[src/pkg/io_port_pkg.sv]
// constants, register map and field layout of the port block
package io_port_pkg;
  // ------------------------------------------------------------
  // clocking
  // ------------------------------------------------------------
  localparam int unsigned REF_CLK_HZ    = 50_000_000;
  localparam int unsigned SYS_CLK_HZ    = 2_000_000;
  localparam int unsigned SYS_DIV       = REF_CLK_HZ / SYS_CLK_HZ;
  localparam int unsigned INSTR_TIME_NS = 4000;
  localparam int unsigned INSTR_TICKS   =
    (INSTR_TIME_NS * (SYS_CLK_HZ / 1_000_000)) / 1000;
  localparam int unsigned IR_PERIOD     = 52;
  localparam int unsigned IR_HALF       = IR_PERIOD / 2;
  localparam logic [4:0]  SYS_DIV_LAST  = 5'(SYS_DIV - 1);
  localparam logic [3:0]  INSTR_LAST    = 4'(INSTR_TICKS - 1);
  localparam logic [4:0]  IR_HALF_LAST  = 5'(IR_HALF - 1);

  // ------------------------------------------------------------
  // geometry
  // ------------------------------------------------------------
  localparam int unsigned PORT_W    = 4;
  localparam int unsigned NUM_PINS  = 12;
  localparam int unsigned PWM_CH    = 4;
  localparam int unsigned DUTY_W    = 8;
  localparam int unsigned PWM_BASE  = 8;
  localparam int unsigned IR_PRI    = 11;
  localparam int unsigned IR_ALT    = 7;

  // ------------------------------------------------------------
  // register map (byte offsets)
  // ------------------------------------------------------------
  localparam logic [7:0] OFS_DIR    = 8'h00;
  localparam logic [7:0] OFS_OUT    = 8'h04;
  localparam logic [7:0] OFS_IN     = 8'h08;
  localparam logic [7:0] OFS_MODE   = 8'h0c;
  localparam logic [7:0] OFS_PWM_EN = 8'h10;
  localparam logic [7:0] OFS_DUTY0  = 8'h14;
  localparam logic [7:0] OFS_DUTY3  = 8'h20;
  localparam logic [7:0] OFS_POWER  = 8'h24;

  localparam int unsigned MODE_IR_SEL = 1;
  localparam int unsigned MODE_IR_EN  = 3;
  localparam int unsigned PWR_STOP    = 0;
  localparam int unsigned PWR_WAKE    = 1;

  localparam logic [11:0] DIR_RST  = 12'h000;
  localparam logic [11:0] OUT_RST  = 12'h000;
  localparam logic [3:0]  MODE_RST = 4'h0;
  localparam logic [7:0]  DUTY_RST = 8'h00;

  localparam logic [1:0]  TRANS_NONSEQ = 2'h2;
  localparam logic        RESP_OKAY    = 1'b0;
endpackage : io_port_pkg

[src/pkg/pwm_if.sv]
// carrier between the port block and its pwm channel bank
`timescale 1ns/1ps
interface pwm_if;
  import io_port_pkg::*;
  logic                tick;
  logic [DUTY_W-1:0]   duty [PWM_CH];
  logic [PWM_CH-1:0]   level;
  modport ctrl (output tick, output duty, input level);
  modport chan (input tick, input duty, output level);
endinterface : pwm_if

[src/design/io_port_ir_pwm_wakeup.sv]
// three 4-bit ports with ir carrier, pwm and stop-mode wake-up
`timescale 1ns/1ps
module io_port_ir_pwm_wakeup
  import io_port_pkg::*;
(
  input  wire logic                ref_clk,
  input  wire logic                rst,
  input  wire logic                hsel,
  input  wire logic [31:0]         haddr,
  input  wire logic [1:0]          htrans,
  input  wire logic                hwrite,
  input  wire logic [2:0]          hsize,
  input  wire logic [31:0]         hwdata,
  input  wire logic                hready,
  output logic      [31:0]         hrdata,
  output logic                     hreadyout,
  output logic                     hresp,
  input  wire logic [NUM_PINS-1:0] pin_in,
  output logic      [NUM_PINS-1:0] pin_out,
  output logic      [NUM_PINS-1:0] pin_oe,
  output logic      [NUM_PINS-1:0] pull_en,
  output logic                     stopped
);
  pwm_if pwm ();

  logic [NUM_PINS-1:0] sync1_q, sync2_q, prev_q;
  logic [4:0]          div_q;
  logic [3:0]          instr_q;
  logic [4:0]          ir_cnt_q;
  logic                carrier_q;
  logic                sys_tick, instr_tick, pin_edge;
  logic [NUM_PINS-1:0] dir_q, out_q, dir_act_q, out_act_q;
  logic [3:0]          mode_q, mode_act_q;
  logic [PWM_CH-1:0]   pwm_en_q, pwm_en_act_q;
  logic [DUTY_W-1:0]   duty_q [PWM_CH];
  logic [DUTY_W-1:0]   duty_act_q [PWM_CH];
  logic                wake_q;
  logic                wr_pend_q, rd_pend_q;
  logic [7:0]          addr_q;
  logic                take;
  logic [NUM_PINS-1:0] drive_d;
  logic                ir_src;

  // ------------------------------------------------------------
  // pin input synchronisers
  // ------------------------------------------------------------
  always_ff @(posedge ref_clk) begin
    if (rst) begin
      sync1_q <= '0;
      sync2_q <= '0;
      prev_q  <= '0;
    end else begin
      sync1_q <= pin_in;
      sync2_q <= sync1_q;
      prev_q  <= sync2_q;
    end
  end

  assign pin_edge = |(sync2_q ^ prev_q);

  // ------------------------------------------------------------
  // system clock enable and instruction cycle
  // ------------------------------------------------------------
  // divide to 2 MHz
  always_ff @(posedge ref_clk) begin
    if (rst || stopped) begin
      div_q <= '0;
    end else if (div_q == SYS_DIV_LAST) begin
      div_q <= '0;
    end else begin
      div_q <= div_q + 5'h01;
    end
  end

  assign sys_tick = !stopped && (div_q == SYS_DIV_LAST);

  always_ff @(posedge ref_clk) begin
    if (rst) begin
      instr_q <= '0;
    end else if (sys_tick) begin
      instr_q <= (instr_q == INSTR_LAST) ? 4'h0 : instr_q + 4'h1;
    end
  end

  assign instr_tick = sys_tick && (instr_q == INSTR_LAST);

  // ------------------------------------------------------------
  // stop mode and wake-up
  // ------------------------------------------------------------
  // stop entry and edge wake
  always_ff @(posedge ref_clk) begin
    if (rst) begin
      stopped <= 1'b0;
    end else if (stopped && pin_edge) begin
      stopped <= 1'b0;
    end else if (wr_pend_q && addr_q == OFS_POWER && hwdata[PWR_STOP]) begin
      stopped <= 1'b1;
    end
  end

  // wake flag: a new edge outweighs a clear in the same cycle
  always_ff @(posedge ref_clk) begin
    if (rst) begin
      wake_q <= 1'b0;
    end else if (stopped && pin_edge) begin
      wake_q <= 1'b1;
    end else if (wr_pend_q && addr_q == OFS_POWER && hwdata[PWR_WAKE]) begin
      wake_q <= 1'b0;
    end
  end

  // ------------------------------------------------------------
  // ir carrier
  // ------------------------------------------------------------
  // toggle every 26 system ticks
  always_ff @(posedge ref_clk) begin
    if (rst) begin
      ir_cnt_q  <= '0;
      carrier_q <= 1'b0;
    end else if (sys_tick) begin
      if (ir_cnt_q == IR_HALF_LAST) begin
        ir_cnt_q  <= '0;
        carrier_q <= !carrier_q;
      end else begin
        ir_cnt_q <= ir_cnt_q + 5'h01;
      end
    end
  end

  // ------------------------------------------------------------
  // ahb-lite slave
  // ------------------------------------------------------------
  assign take = hsel && hready && (htrans == TRANS_NONSEQ);

  // reads take one wait state so a preceding write is visible
  always_ff @(posedge ref_clk) begin
    if (rst) begin
      wr_pend_q <= 1'b0;
      rd_pend_q <= 1'b0;
      addr_q    <= '0;
      hreadyout <= 1'b1;
      hresp     <= RESP_OKAY;
    end else begin
      wr_pend_q <= take && hwrite;
      rd_pend_q <= take && !hwrite;
      hreadyout <= !(take && !hwrite);
      hresp     <= RESP_OKAY;
      if (take) begin
        addr_q <= haddr[7:0];
      end
    end
  end

  always_ff @(posedge ref_clk) begin
    if (rst) begin
      hrdata <= '0;
    end else if (rd_pend_q) begin
      hrdata <= '0;
      unique case (addr_q)
        OFS_DIR:    hrdata[NUM_PINS-1:0] <= dir_q;
        OFS_OUT:    hrdata[NUM_PINS-1:0] <= out_q;
        OFS_IN:     hrdata[NUM_PINS-1:0] <= sync2_q;
        OFS_MODE:   hrdata[3:0] <= mode_q;
        OFS_PWM_EN: hrdata[PWM_CH-1:0] <= pwm_en_q;
        OFS_POWER:  hrdata[1:0] <= {wake_q, stopped};
        default: begin
          if (addr_q >= OFS_DUTY0 && addr_q <= OFS_DUTY3 &&
              addr_q[1:0] == 2'h0) begin
            hrdata[DUTY_W-1:0] <= duty_q[2'(addr_q[7:2] - OFS_DUTY0[7:2])];
          end
        end
      endcase
    end
  end

  // ------------------------------------------------------------
  // software-visible registers
  // ------------------------------------------------------------
  // direction, data, mode, pwm enable and duty registers
  always_ff @(posedge ref_clk) begin
    if (rst) begin
      dir_q    <= DIR_RST;
      out_q    <= OUT_RST;
      mode_q   <= MODE_RST;
      pwm_en_q <= '0;
      for (int i = 0; i < PWM_CH; i++) begin
        duty_q[i] <= DUTY_RST;
      end
    end else if (wr_pend_q) begin
      if (addr_q == OFS_DIR)    dir_q    <= hwdata[NUM_PINS-1:0];
      if (addr_q == OFS_OUT)    out_q    <= hwdata[NUM_PINS-1:0];
      if (addr_q == OFS_MODE)   mode_q   <= hwdata[3:0];
      if (addr_q == OFS_PWM_EN) pwm_en_q <= hwdata[PWM_CH-1:0];
      for (int i = 0; i < PWM_CH; i++) begin
        if (addr_q == OFS_DUTY0 + 8'(4 * i)) begin
          duty_q[i] <= hwdata[DUTY_W-1:0];
        end
      end
    end
  end

  // settings take effect on instruction boundaries
  always_ff @(posedge ref_clk) begin
    if (rst) begin
      dir_act_q    <= DIR_RST;
      out_act_q    <= OUT_RST;
      mode_act_q   <= MODE_RST;
      pwm_en_act_q <= '0;
      for (int i = 0; i < PWM_CH; i++) begin
        duty_act_q[i] <= DUTY_RST;
      end
    end else if (instr_tick) begin
      dir_act_q    <= dir_q;
      out_act_q    <= out_q;
      mode_act_q   <= mode_q;
      pwm_en_act_q <= pwm_en_q;
      duty_act_q   <= duty_q;
    end
  end

  // ------------------------------------------------------------
  // pwm bank
  // ------------------------------------------------------------
  assign pwm.tick = sys_tick;
  assign pwm.duty = duty_act_q;

  pwm_channels u_pwm (
    .ref_clk (ref_clk),
    .rst     (rst),
    .pwm     (pwm)
  );

  // ------------------------------------------------------------
  // pin drive
  // ------------------------------------------------------------
  always_comb begin
    drive_d = out_act_q;
    for (int i = 0; i < PWM_CH; i++) begin
      if (pwm_en_act_q[i]) begin
        drive_d[PWM_BASE + i] = pwm.level[i];
      end
    end
    ir_src = drive_d[IR_PRI] && carrier_q;
    if (mode_act_q[MODE_IR_EN]) begin
      if (mode_act_q[MODE_IR_SEL]) begin
        drive_d[IR_ALT] = ir_src;
      end else begin
        drive_d[IR_PRI] = ir_src;
      end
    end
  end

  always_ff @(posedge ref_clk) begin
    if (rst) begin
      pin_out <= '0;
      pin_oe  <= '0;
      pull_en <= '1;
    end else begin
      pin_out <= drive_d & dir_act_q;
      pin_oe  <= dir_act_q;
      pull_en <= ~dir_act_q;
    end
  end
endmodule : io_port_ir_pwm_wakeup

[src/design/pwm_channels.sv]
// four pwm channels sharing one free-running 8-bit counter
`timescale 1ns/1ps
module pwm_channels
  import io_port_pkg::*;
(
  input  wire logic ref_clk,
  input  wire logic rst,
  pwm_if.chan       pwm
);
  logic [DUTY_W-1:0] cnt_q;

  // ------------------------------------------------------------
  // counter and compare
  // ------------------------------------------------------------
  // free-running counter
  always_ff @(posedge ref_clk) begin
    if (rst) begin
      cnt_q <= '0;
    end else if (pwm.tick) begin
      cnt_q <= cnt_q + 8'h01;
    end
  end

  always_ff @(posedge ref_clk) begin
    if (rst) begin
      pwm.level <= '0;
    end else begin
      for (int i = 0; i < PWM_CH; i++) begin
        pwm.level[i] <= (cnt_q < pwm.duty[i]);
      end
    end
  end
endmodule : pwm_channels

[config.mk]
export PLATFORM = sky130hd
export DESIGN_NAME = io_port_ir_pwm_wakeup
export DESIGN_NICKNAME = d
export VERILOG_FILES = /design/src/pkg/io_port_pkg.sv /design/src/pkg/pwm_if.sv /design/src/design/io_port_ir_pwm_wakeup.sv /design/src/design/pwm_channels.sv
export SDC_FILE = /design/constraint.sdc
export NUM_CORES = 1
export LEC_CHECK = 0
export BUFFER_PORTS_ARGS = -buffer_cell sky130_fd_sc_hd__buf_2
export CAP_MARGIN = 15
export CORE_ASPECT_RATIO = 0.7
export CORE_MARGIN = 1
export CORE_UTILIZATION = 50
export CTS_CLUSTER_SIZE = 30
export DETAILED_ROUTE_END_ITERATION = 16
export PLACE_DENSITY_LB_ADDON = 0.15
export SETUP_SLACK_MARGIN = 0.05
export SLEW_MARGIN = 20
export SYNTH_ARGS = -nofsm -noshare
export SYNTH_HDL_FRONTEND = slang
export SYNTH_SLANG_ARGS = --single-unit
[constraint.sdc]
create_clock -name ref_clk -period 2.6 [get_ports ref_clk]
set_clock_uncertainty 0.05 [all_clocks]
set_input_delay 0.52 -clock ref_clk [delete_from_list [all_inputs] [get_ports ref_clk]]
set_output_delay 0.52 -clock ref_clk [all_outputs]
set_load 0.01 [all_outputs]
### Word-level counts from Yosys, hierarchy flattened

Index checks and enable logic that the tools add are counted.

* output and inout port bits: 71
* flip-flop bits (word level): 252
* bits of input ports: 86
* word-level logic and storage cells: 118

* bitwise operators: 4
* reduce and logical (&&, ||, !) cells: 34
* $lt $le $gt $ge: 7
* add/sub/neg operators: 5
* mux-type cells: 20
* equal/unequal tests: 13

Operators with widths (number)
* equality test 8 x 5 -> 1 bit (second input constant): 4
* < comparator 8 bit: 4
* 2-to-1 mux 8 bit: 3
* one-hot mux 2 bit (6 select lines): 2
* AND reduction 2 bit: 9
* binary-select mux 8 bit (select 2 bit): 1
* equality test 8 x 4 -> 1 bit (second input constant): 2
* equality test 8 x 6 -> 1 bit (second input constant): 2
* one-hot mux 4 bit (4 select lines): 1
* logical AND 1 bit: 13
* AND 12 bit: 1
* inverter 12 bit: 1
* one-hot mux 4 bit (3 select lines): 1
* OR reduction 12 bit: 1
* XOR 12 bit: 1
* adder 5 x 1 -> 5 bit (second input constant): 2
* equality test 5 bit (second input constant): 2
* 2-to-1 mux 1 bit: 10
* adder 8 x 1 -> 8 bit (second input constant): 1
* equality test 8 x 3 -> 1 bit (second input constant): 1
* >= comparator 8 x 5 -> 1 bit (second input constant): 1
* <= comparator 8 x 6 -> 1 bit (second input constant): 1
* zero test 8 bit: 1
* 2-to-1 mux 5 bit: 1
* 13 further kinds: 17

### Logic depth before layout (Yosys ltp)

Gate-level depths: netlist (run 1).

* depth after elaboration: 7
* mapped depth: 9
* depth with buffers taken out: 7

### Hierarchy

A second synthesis (run 1) with hierarchy kept.

* cells, all modules: 1084
* area, all modules: 9995.8 sq um

By module, submodules not included
* io_port_ir_pwm_wakeup: sequential area each 4764.6 sq um, cells each 955, area each 8888.5 sq um, instances 1
* pwm_channels: sequential area each 240.2 sq um, cells each 129, area each 1107.3 sq um, instances 1

### Worst setup path before layout (run 1)

Ideal clock, no wire load.

* path kind: flip-flop to flip-flop
* from: register addr_q[2]
* to: register hrdata[0]
* arrival time: 2035 ps
* required time: 2410 ps
* buffers on the path: 2
* period minus slack after synthesis: 2225 ps
* setup time: 140 ps
* slack: 375 ps
* cell stages (with the launch flop): 9
* path through: dfxtp_1 > buf_2 > inv_1 > ha_1 > clkbuf_1 > mux4_2 > nor2b_1 > a311oi_1 > a311oi_1

* longest elaborated chain between the ends: 7
* elaborated cells on any way between the ends: 17
* classes of those cells: add/sub (1); order compare (2); eq/ne (5); mux (5); bitwise (1); reduce/logical (3)

Ends and longest elaborated chain
* from (decl): RTL line io_port_ir_pwm_wakeup.sv:39 `logic [7:0] addr_q;`
* from (signal assigned): RTL line io_port_ir_pwm_wakeup.sv:149 `addr_q <= haddr[7:0];`
* subtractor 2 x 1 -> 2 bit: RTL line io_port_ir_pwm_wakeup.sv:169 `hrdata[DUTY_W-1:0] <= duty_q[2'(addr_q[7:2] - OFS_DUTY0[7:2])];`
* inverter 2 -> 3 bit (not written as such): RTL line io_port_ir_pwm_wakeup.sv:169
* binary-select mux 8 bit (select 2 bit): RTL line io_port_ir_pwm_wakeup.sv:169
* 2-to-1 mux 8 bit (not written as such) (2 in a row): RTL line io_port_ir_pwm_wakeup.sv:169
* 2-to-1 mux 8 bit: RTL line io_port_ir_pwm_wakeup.sv:167 `if (addr_q >= OFS_DUTY0 && addr_q <= OFS_DUTY3 &&`
* one-hot mux 2 bit (6 select lines) (*): RTL line io_port_ir_pwm_wakeup.sv:159 `unique case (addr_q)`
* to (signal, indexed assignment): RTL line io_port_ir_pwm_wakeup.sv:160 `OFS_DIR: hrdata[NUM_PINS-1:0] <= dir_q;`
* to (signal, indexed assignment): RTL line io_port_ir_pwm_wakeup.sv:161 `OFS_OUT: hrdata[NUM_PINS-1:0] <= out_q;`
* to (signal, indexed assignment): RTL line io_port_ir_pwm_wakeup.sv:169
* to (decl): RTL line io_port_ir_pwm_wakeup.sv:15 `output logic [31:0] hrdata,`

Every way passes the cells marked *; elsewhere a longest branch is shown, timed or not. The select of a mux whose other input is x is not followed.
A chain may end at the register's enable or synchronous reset.

### Worst setup path in the final report (run 1)

* from: register addr_q[7]
* to: register hrdata[11]

* longest elaborated chain between the ends: 2
* elaborated cells on any way between the ends: 4
* classes of those cells: eq/ne (2); mux (1); reduce/logical (1)

Ends and longest elaborated chain
* equality test 8 x 4 -> 1 bit, or another cell as far along: RTL line io_port_ir_pwm_wakeup.sv:159
* one-hot mux 4 bit (3 select lines) (*): RTL line io_port_ir_pwm_wakeup.sv:159
* to (signal, indexed assignment): RTL line io_port_ir_pwm_wakeup.sv:160
* to (signal, indexed assignment): RTL line io_port_ir_pwm_wakeup.sv:161
* to (signal, indexed assignment): RTL line io_port_ir_pwm_wakeup.sv:162 `OFS_IN: hrdata[NUM_PINS-1:0] <= sync2_q;`

Every way passes the cells marked *; elsewhere a longest branch is shown, timed or not.

==> run_results.csv, run 1 <==
group,metric,value,unit
run_status,status,"finished, final reports clean",
cells_and_area,nets,1295,
logic_synthesis,async_flop_share,0,%
worst_setup_path,worst_ep_arrival_time,2.64,ns
timing,final_hold_viol_count,0,
cells_and_area,drive_gt1_share,14.1,%
worst_hold_path,hold_class,"input port to register",
logic_synthesis,synth_xor_area_share,2.66,%
cts,cts_tree,"done",
power_and_ir_drop,p_seq_share,48.9,%
die,initial_utilization,51.6,%
cts,cts_hold_buf,0,
power_and_ir_drop,power_density,695,nW/um^2
worst_setup_path,crit_path_end_kind,"register",
detailed_routing,drt_pass1_iterations,5,
grt,overflow,0,
power_and_ir_drop,netSwitchingPower,1640,uW
timing,setup_viol,0,
logic_synthesis,synth_edf_count,0,
logic_synthesis,synth_top_family_by_area,"simple AND/OR/NAND/NOR gates",
logic_synthesis,synth_cell_types,47,
worst_setup_path,critPathTopFamily,"simple AND/OR/NAND/NOR gates",
logic_synthesis,syn_area_per_cell,9.04,um^2
logic_synthesis,synthesis.area,9870,um^2
cts,postCtsResizedCells,0,
grt,grt_max_degree,74,
cts,clkSlewWorstSetupHoldPaths,0.06,ns
detailed_routing,antenna_left,0,
timing,setup_tns,0,ns
cts,clock-root-buffer,"clkbuf_16",
grt,grt_usage,23.2,%
placed_design,hpwlAfterDp,16200,um
timing,final.setup.worst_slack,0.351,ns
timing,fmax,445,MHz
power_and_ir_drop,ir_worst_vdd,0.000414,V
timing,period_minus_slack,2.25,ns
cts,post_cts_buffers,0,
placed_design,place_ws,0.361,ns
worst_setup_path,slowest_stage,"or4b_4",
logic_synthesis,yosysWarnings,0,
detailed_routing,wl_per_cell,15.7,um
power_and_ir_drop,power_frac_clock,48.0,%
die,die_width,170,um
logic_synthesis,ys_ff_latch,250,
power_and_ir_drop,power.share.combinational,3.1,%
logic_synthesis,synthFlopType,"dfxtp_1",
logic_synthesis,synth-simple-area-share,19.2,%
power_and_ir_drop,swShare,20.6,%
grt,grt_pass1_wl,36900,um
die,die_y,120,um
placed_design,port_buffers,88,
grt,first_global_vias,6825,
die,coreArea,19100,um^2
logic_synthesis,synth_compound_area_share,10.4,%
detailed_routing,num_vias,7443,
worst_setup_path,crit_path_cell_trace,"or3_1, or4_1, or4b_4, o21ai_1",
worst_setup_path,crit_required,2.99,ns
timing,tightest_slew,0.650,ns
worst_setup_path,critical_path.max_stage_delay,0.60,ns
worst_setup_path,startpoint_type,"register",
detailed_routing,via_per_inst,5.13,
job,cap_violations,0,
worst_setup_path,crit_buf_inv,0,
cts,cts_buffers,24,
cells_and_area,antenna_cells,0,
timing,slew_headroom,56.6,%
timing,rsz0062_at_grt,"no",
die,io_pins,157,
die,die_area,20300,um^2
cts,clock_path_buffers,3,
logic_synthesis,yosysSeqAreaShare,50.7,%
worst_setup_path,criticalPathCategory,"register to register",
detailed_routing,drt_wl_total,22800,um
detailed_routing,drc,0,
power_and_ir_drop,p_int,6320,uW
worst_setup_path,critPathMaxFanout,8,
detailed_routing,drt_first_iter_violations,658,
logic_synthesis,synthCells,1092,
cts,insertion_delay,0.51,ns
cells_and_area,area_delta_synth_final,15.9,%
cts,htreeDepth,1,
logic_synthesis,synth.area.mux_share,6.18,%
cts,cts_sinks,250,
power_and_ir_drop,p_leak,0.00451,uW
cells_and_area,largestRegisters,"duty_act_q (32), duty_q (32)",
logic_synthesis,synth_fa_ha_area_share,4.82,%
placed_design,finalWeightedCongestion,0.844,
die,num_rows,42,
timing,drv_slew,0,
timing,period_share,86.5,%
grt,antenna_found_initial,0,
[power by group through the flow]
stage                     logic, uW  registers (uW)  clock network (uW)
after global placement          244            3970                   0
after floorplan                 177            3960                   0
final                           249            3890                3820
after CTS                       247            3890                3890
after global routing            272            3890                4060
after detailed placement        245            3970                   0
[through the flow]
step                      util [%]  instance area, um^2  instances  total power (uW)  hold slack [ns]
after floorplan                  -                 9950       1112              4140            0.341
after global placement        55.2                10600       1409              4220            0.352
after detailed placement      55.2                10600       1409              4220            0.355
after CTS                     59.8                11400       1451              8020            0.140
after global routing          59.8                11400       1451              8220            0.144
final                         59.8                11400       1451              7950            0.154
[final cells by class]
class / count / area, um^2
fillers: 1715 / 7690
repair buffers: 115 / 674
clock buffers: 32 / 692
clock inverters: 10 / 186
flip-flops and latches: 250 / 5000
well taps: 264 / 330
inverters: 52 / 195
multi-input cells: 728 / 4360
[per-layer routing]
metal,vias to the layer above,GRT usage [%],routed length (um)
met5,-,0,0
met4,0,4.62,353
met1,3413,36.9,11900
li1,3761,-,-
met2,242,31.7,8740
met3,27,4.58,1840
[cells in the final DEF, fill, tap and decap left out, types with 38 or more instances in the layout]
master,instances
ha_1,38
nor2_1,82
mux2i_1,43
a21oi_1,115
dfxtp_1,250
nand2_1,203
inv_1,52
nor2b_1,44
buf_2,87
[Yosys cell counts (all sizes together), types with 2 or more instances]
cell	count	share of area (%)
ha	38	4.8
nand2b	18	1.1
nor3b	6	0.56
dfxtp	250	51
o221ai	6	0.53
a32oi	4	0.35
a21o	4	0.30
clkbuf	49	1.9
nor2	82	3.1
o31ai	4	0.30
nand2	203	7.7
nor3	10	0.51
a222oi	6	0.61
a211oi	6	0.46
a21oi	115	5.8
a22o	6	0.53
nor4	3	0.25
a22oi	3	0.23
o21ai	15	0.76
xor2	13	1.2
buf	33	2.1
inv	52	2.0
and4b	2	0.20
xnor2	17	1.5
and2	7	0.44
and3	6	0.38
nand3	11	0.56
nor4b	2	0.18
mux2i	43	4.4
nand4	12	0.76
nor2b	44	2.8
mux4	8	1.8
a311oi	3	0.27
nand4b	3	0.27
[cells by family (layout without fill, tap and decap cells)]
| family | count (synthesis) | after routing |
|---|---|---|
| flip-flops | 250 | 250 |
| AND/OR/NAND/NOR | 413 | 413 |
| XOR/XNOR | 30 | 30 |
| AO/OA/AOI/OAI | 175 | 175 |
| buffers and inverters | 134 | 209 |
| adder cells (fa/ha/maj) | 38 | 38 |
| multiplexers | 51 | 51 |
| other | 1 | 21 |
[worst paths after layout]
path / start / endpoint / slack (ns) / cells past startpoint
worst max-delay path: addr_q[7] / hrdata[11] / 0.35 / 4
worst min-delay path: hwrite / rd_pend_q / 0.15 / 2
worst max register to register: addr_q[7] / hrdata[11] / 0.35 / 4
worst min register to register: dir_act_q[1] / pull_en[1] / 0.36 / 1
Power figures use the tool's default switching activity.
==> inputs of run 2 (changes only) <==
--- a/config.mk
+++ b/config.mk
@@ -7,9 +7,11 @@
 export LEC_CHECK = 0
 export BUFFER_PORTS_ARGS = -buffer_cell sky130_fd_sc_hd__buf_2
 export CAP_MARGIN = 15
+export CELL_PAD_IN_SITES_DETAIL_PLACEMENT = 0
+export CELL_PAD_IN_SITES_GLOBAL_PLACEMENT = 1
 export CORE_ASPECT_RATIO = 0.7
 export CORE_MARGIN = 1
-export CORE_UTILIZATION = 50
+export CORE_UTILIZATION = 43
 export CTS_CLUSTER_SIZE = 30
 export DETAILED_ROUTE_END_ITERATION = 16
 export PLACE_DENSITY_LB_ADDON = 0.15
@@ -18,3 +20,4 @@
 export SYNTH_ARGS = -nofsm -noshare
 export SYNTH_HDL_FRONTEND = slang
 export SYNTH_SLANG_ARGS = --single-unit
+export TNS_END_PERCENT = 10
==> run_results.csv, run 2 (synthesis results as in run 1) <==
group,metric,value,unit
run_status,status,"finished, final reports clean",
die,die_area,23600,um^2
cts,insertion_delay,0.52,ns
worst_setup_path,slowest_stage,"ha_1",
worst_setup_path,crit_path_end_kind,"register",
worst_setup_path,criticalPathCategory,"register to register",
die,num_rows,45,
grt,antenna_found_initial,0,
die,die_y,129,um
cells_and_area,layout_common_cells,"dfxtp_1 (250), nand2_1 (203), a21oi_1 (115), buf_2 (87), nor2_1 (82)",
worst_setup_path,worst_ep_arrival_time,2.68,ns
timing,fmax,439,MHz
timing,holdWs,0.158,ns
timing,period_minus_slack,2.28,ns
worst_setup_path,crit_required,3.00,ns
cts,clkSlewWorstSetupHoldPaths,0.07,ns
cells_and_area,fill_cells,2135,
timing,setup_viol,0,
worst_setup_path,critPathTopFamily,"compound AO/OA/AOI/OAI gates",
cells_and_area,drive_gt1_share,14.4,%
cells_and_area,finalNonFillerCells,1495,
cts,clock-root-buffer,"clkbuf_16",
worst_hold_path,hold_class,"input port to register",
worst_setup_path,startpoint_type,"register",
power_and_ir_drop,ir_worst_vdd,0.000432,V
worst_hold_path,min-delay-start,"pin_in[4]",
detailed_routing,wl_per_cell,16.1,um
worst_setup_path,critical_path.max_stage_delay,0.48,ns
placed_design,place_inst,1451,
cts,htreeDepth,1,
grt,first_global_vias,6744,
worst_setup_path,critPathMaxFanout,13,
die,initial_utilization,44.7,%
cts,clock_path_buffers,3,
grt,grt_max_degree,86,
cells_and_area,layout_commonest_cell,"dfxtp_1",
detailed_routing,antenna_left,0,
job,cap_violations,0,
cts,cts_buffers,25,
worst_setup_path,crit_path_cell_trace,"inv_1, ha_1, nor4bb_1, o21ai_1, buf_4, o221ai_1, o21ai_0, nor2_1",
timing,period_share,87.6,%
cells_and_area,fin_area,11500,um^2
detailed_routing,drc,0,
worst_setup_path,crit-reg2reg-launch,"addr_q[3]",
cells_and_area,nets,1297,
cts,cts_tree,"done",
timing,rsz0062_at_grt,"no",
cts,cts_hold_buf,0,
die,coreArea,22100,um^2
timing,setup_tns,0,ns
detailed_routing,drt_pass1_iterations,7,
timing,slew_headroom,52.1,%
cts,cts_sinks,250,
detailed_routing,drt_first_iter_violations,548,
detailed_routing,num_vias,7410,
placed_design,port_buffers,88,
cells_and_area,antenna_cells,0,
timing,drv_slew,0,
placed_design,finalWeightedCongestion,0.842,
timing,final_hold_viol_count,0,
power_and_ir_drop,p_leak,0.00453,uW
worst_setup_path,crit_path_start,"addr_q[3]",
cells_and_area,largestRegisters,"duty_act_q (32), duty_q (32)",
worst_setup_path,crit_buf_inv,2,
power_and_ir_drop,power_density,691,nW/um^2
die,die_width,183,um
grt,grt_usage,20.8,%
grt,grt_pass1_wl,38200,um
die,io_pins,157,
cells_and_area,area_delta_synth_final,16.6,%
grt,overflow,0,
cts,post_cts_buffers,0,
detailed_routing,drt_wl_total,24000,um
placed_design,place_area,10600,um^2
cts,postCtsResizedCells,0,
power_and_ir_drop,power.total,7960,uW
timing,tightest_slew,0.719,ns
placed_design,hpwlAfterDp,16800,um
detailed_routing,via_per_inst,4.96,
## run 2: cell types whose count changed in the layout (fill, tap and decap cells not counted)
cell        previous run  this run
buf_12                 2         4
buf_4                 25        24
clkbuf_1               3         2
clkbuf_8               4         2
clkinv_2               4         9
clkinv_8               1         0
clkinvlp_4             0         1
## run 2: per-layer routing
layer | wire length [um] | GRT usage, % | up-vias
met5 | 0 | 0 | -
met4 | 386 | 4.31 | 0
met3 | 1390 | 3.51 | 34
met2 | 8980 | 27.6 | 205
met1 | 13300 | 33.9 | 3407
li1 | - | - | 3764
## run 2: layout make-up
| cell class | instances | area (um^2) | area share, % |
|---|---|---|---|
| Multi-Input combinational cell | 728 | 4360 | 37.9 |
| Clock buffer | 29 | 661 | 5.74 |
| Sequential cell | 250 | 5000 | 43.5 |
| Tap cell | 305 | 382 | 3.32 |
| Timing Repair Buffer | 116 | 707 | 6.14 |
| Inverter | 52 | 195 | 1.70 |
| Clock inverter | 15 | 203 | 1.76 |
## run 2: stage by stage
step	worst slack (ns)	util, %
after floorplan	0.375	-
after global placement	0.380	48.2
final	0.322	52.1
after CTS	0.347	52.1
after global routing	0.178	52.1
after detailed placement	0.363	48.2
## run 2: path summary, 6_finish.rpt
path                            depth (start not counted)    endpoint  slack (ns)
worst min register to register                          1  pull_en[2]        0.37
worst max-delay path                                    8   hrdata[6]        0.32
worst min-delay path                                    2  sync1_q[4]        0.16
worst max register to register                          8   hrdata[6]        0.32
## run 2: power breakdown
part	total [uW]	internal [uW]	switching, uW
Clock	3820	2310	1510
Sequential	3890	3860	25.1
Combinational	254	92.8	161
Total	7960	6260	1690
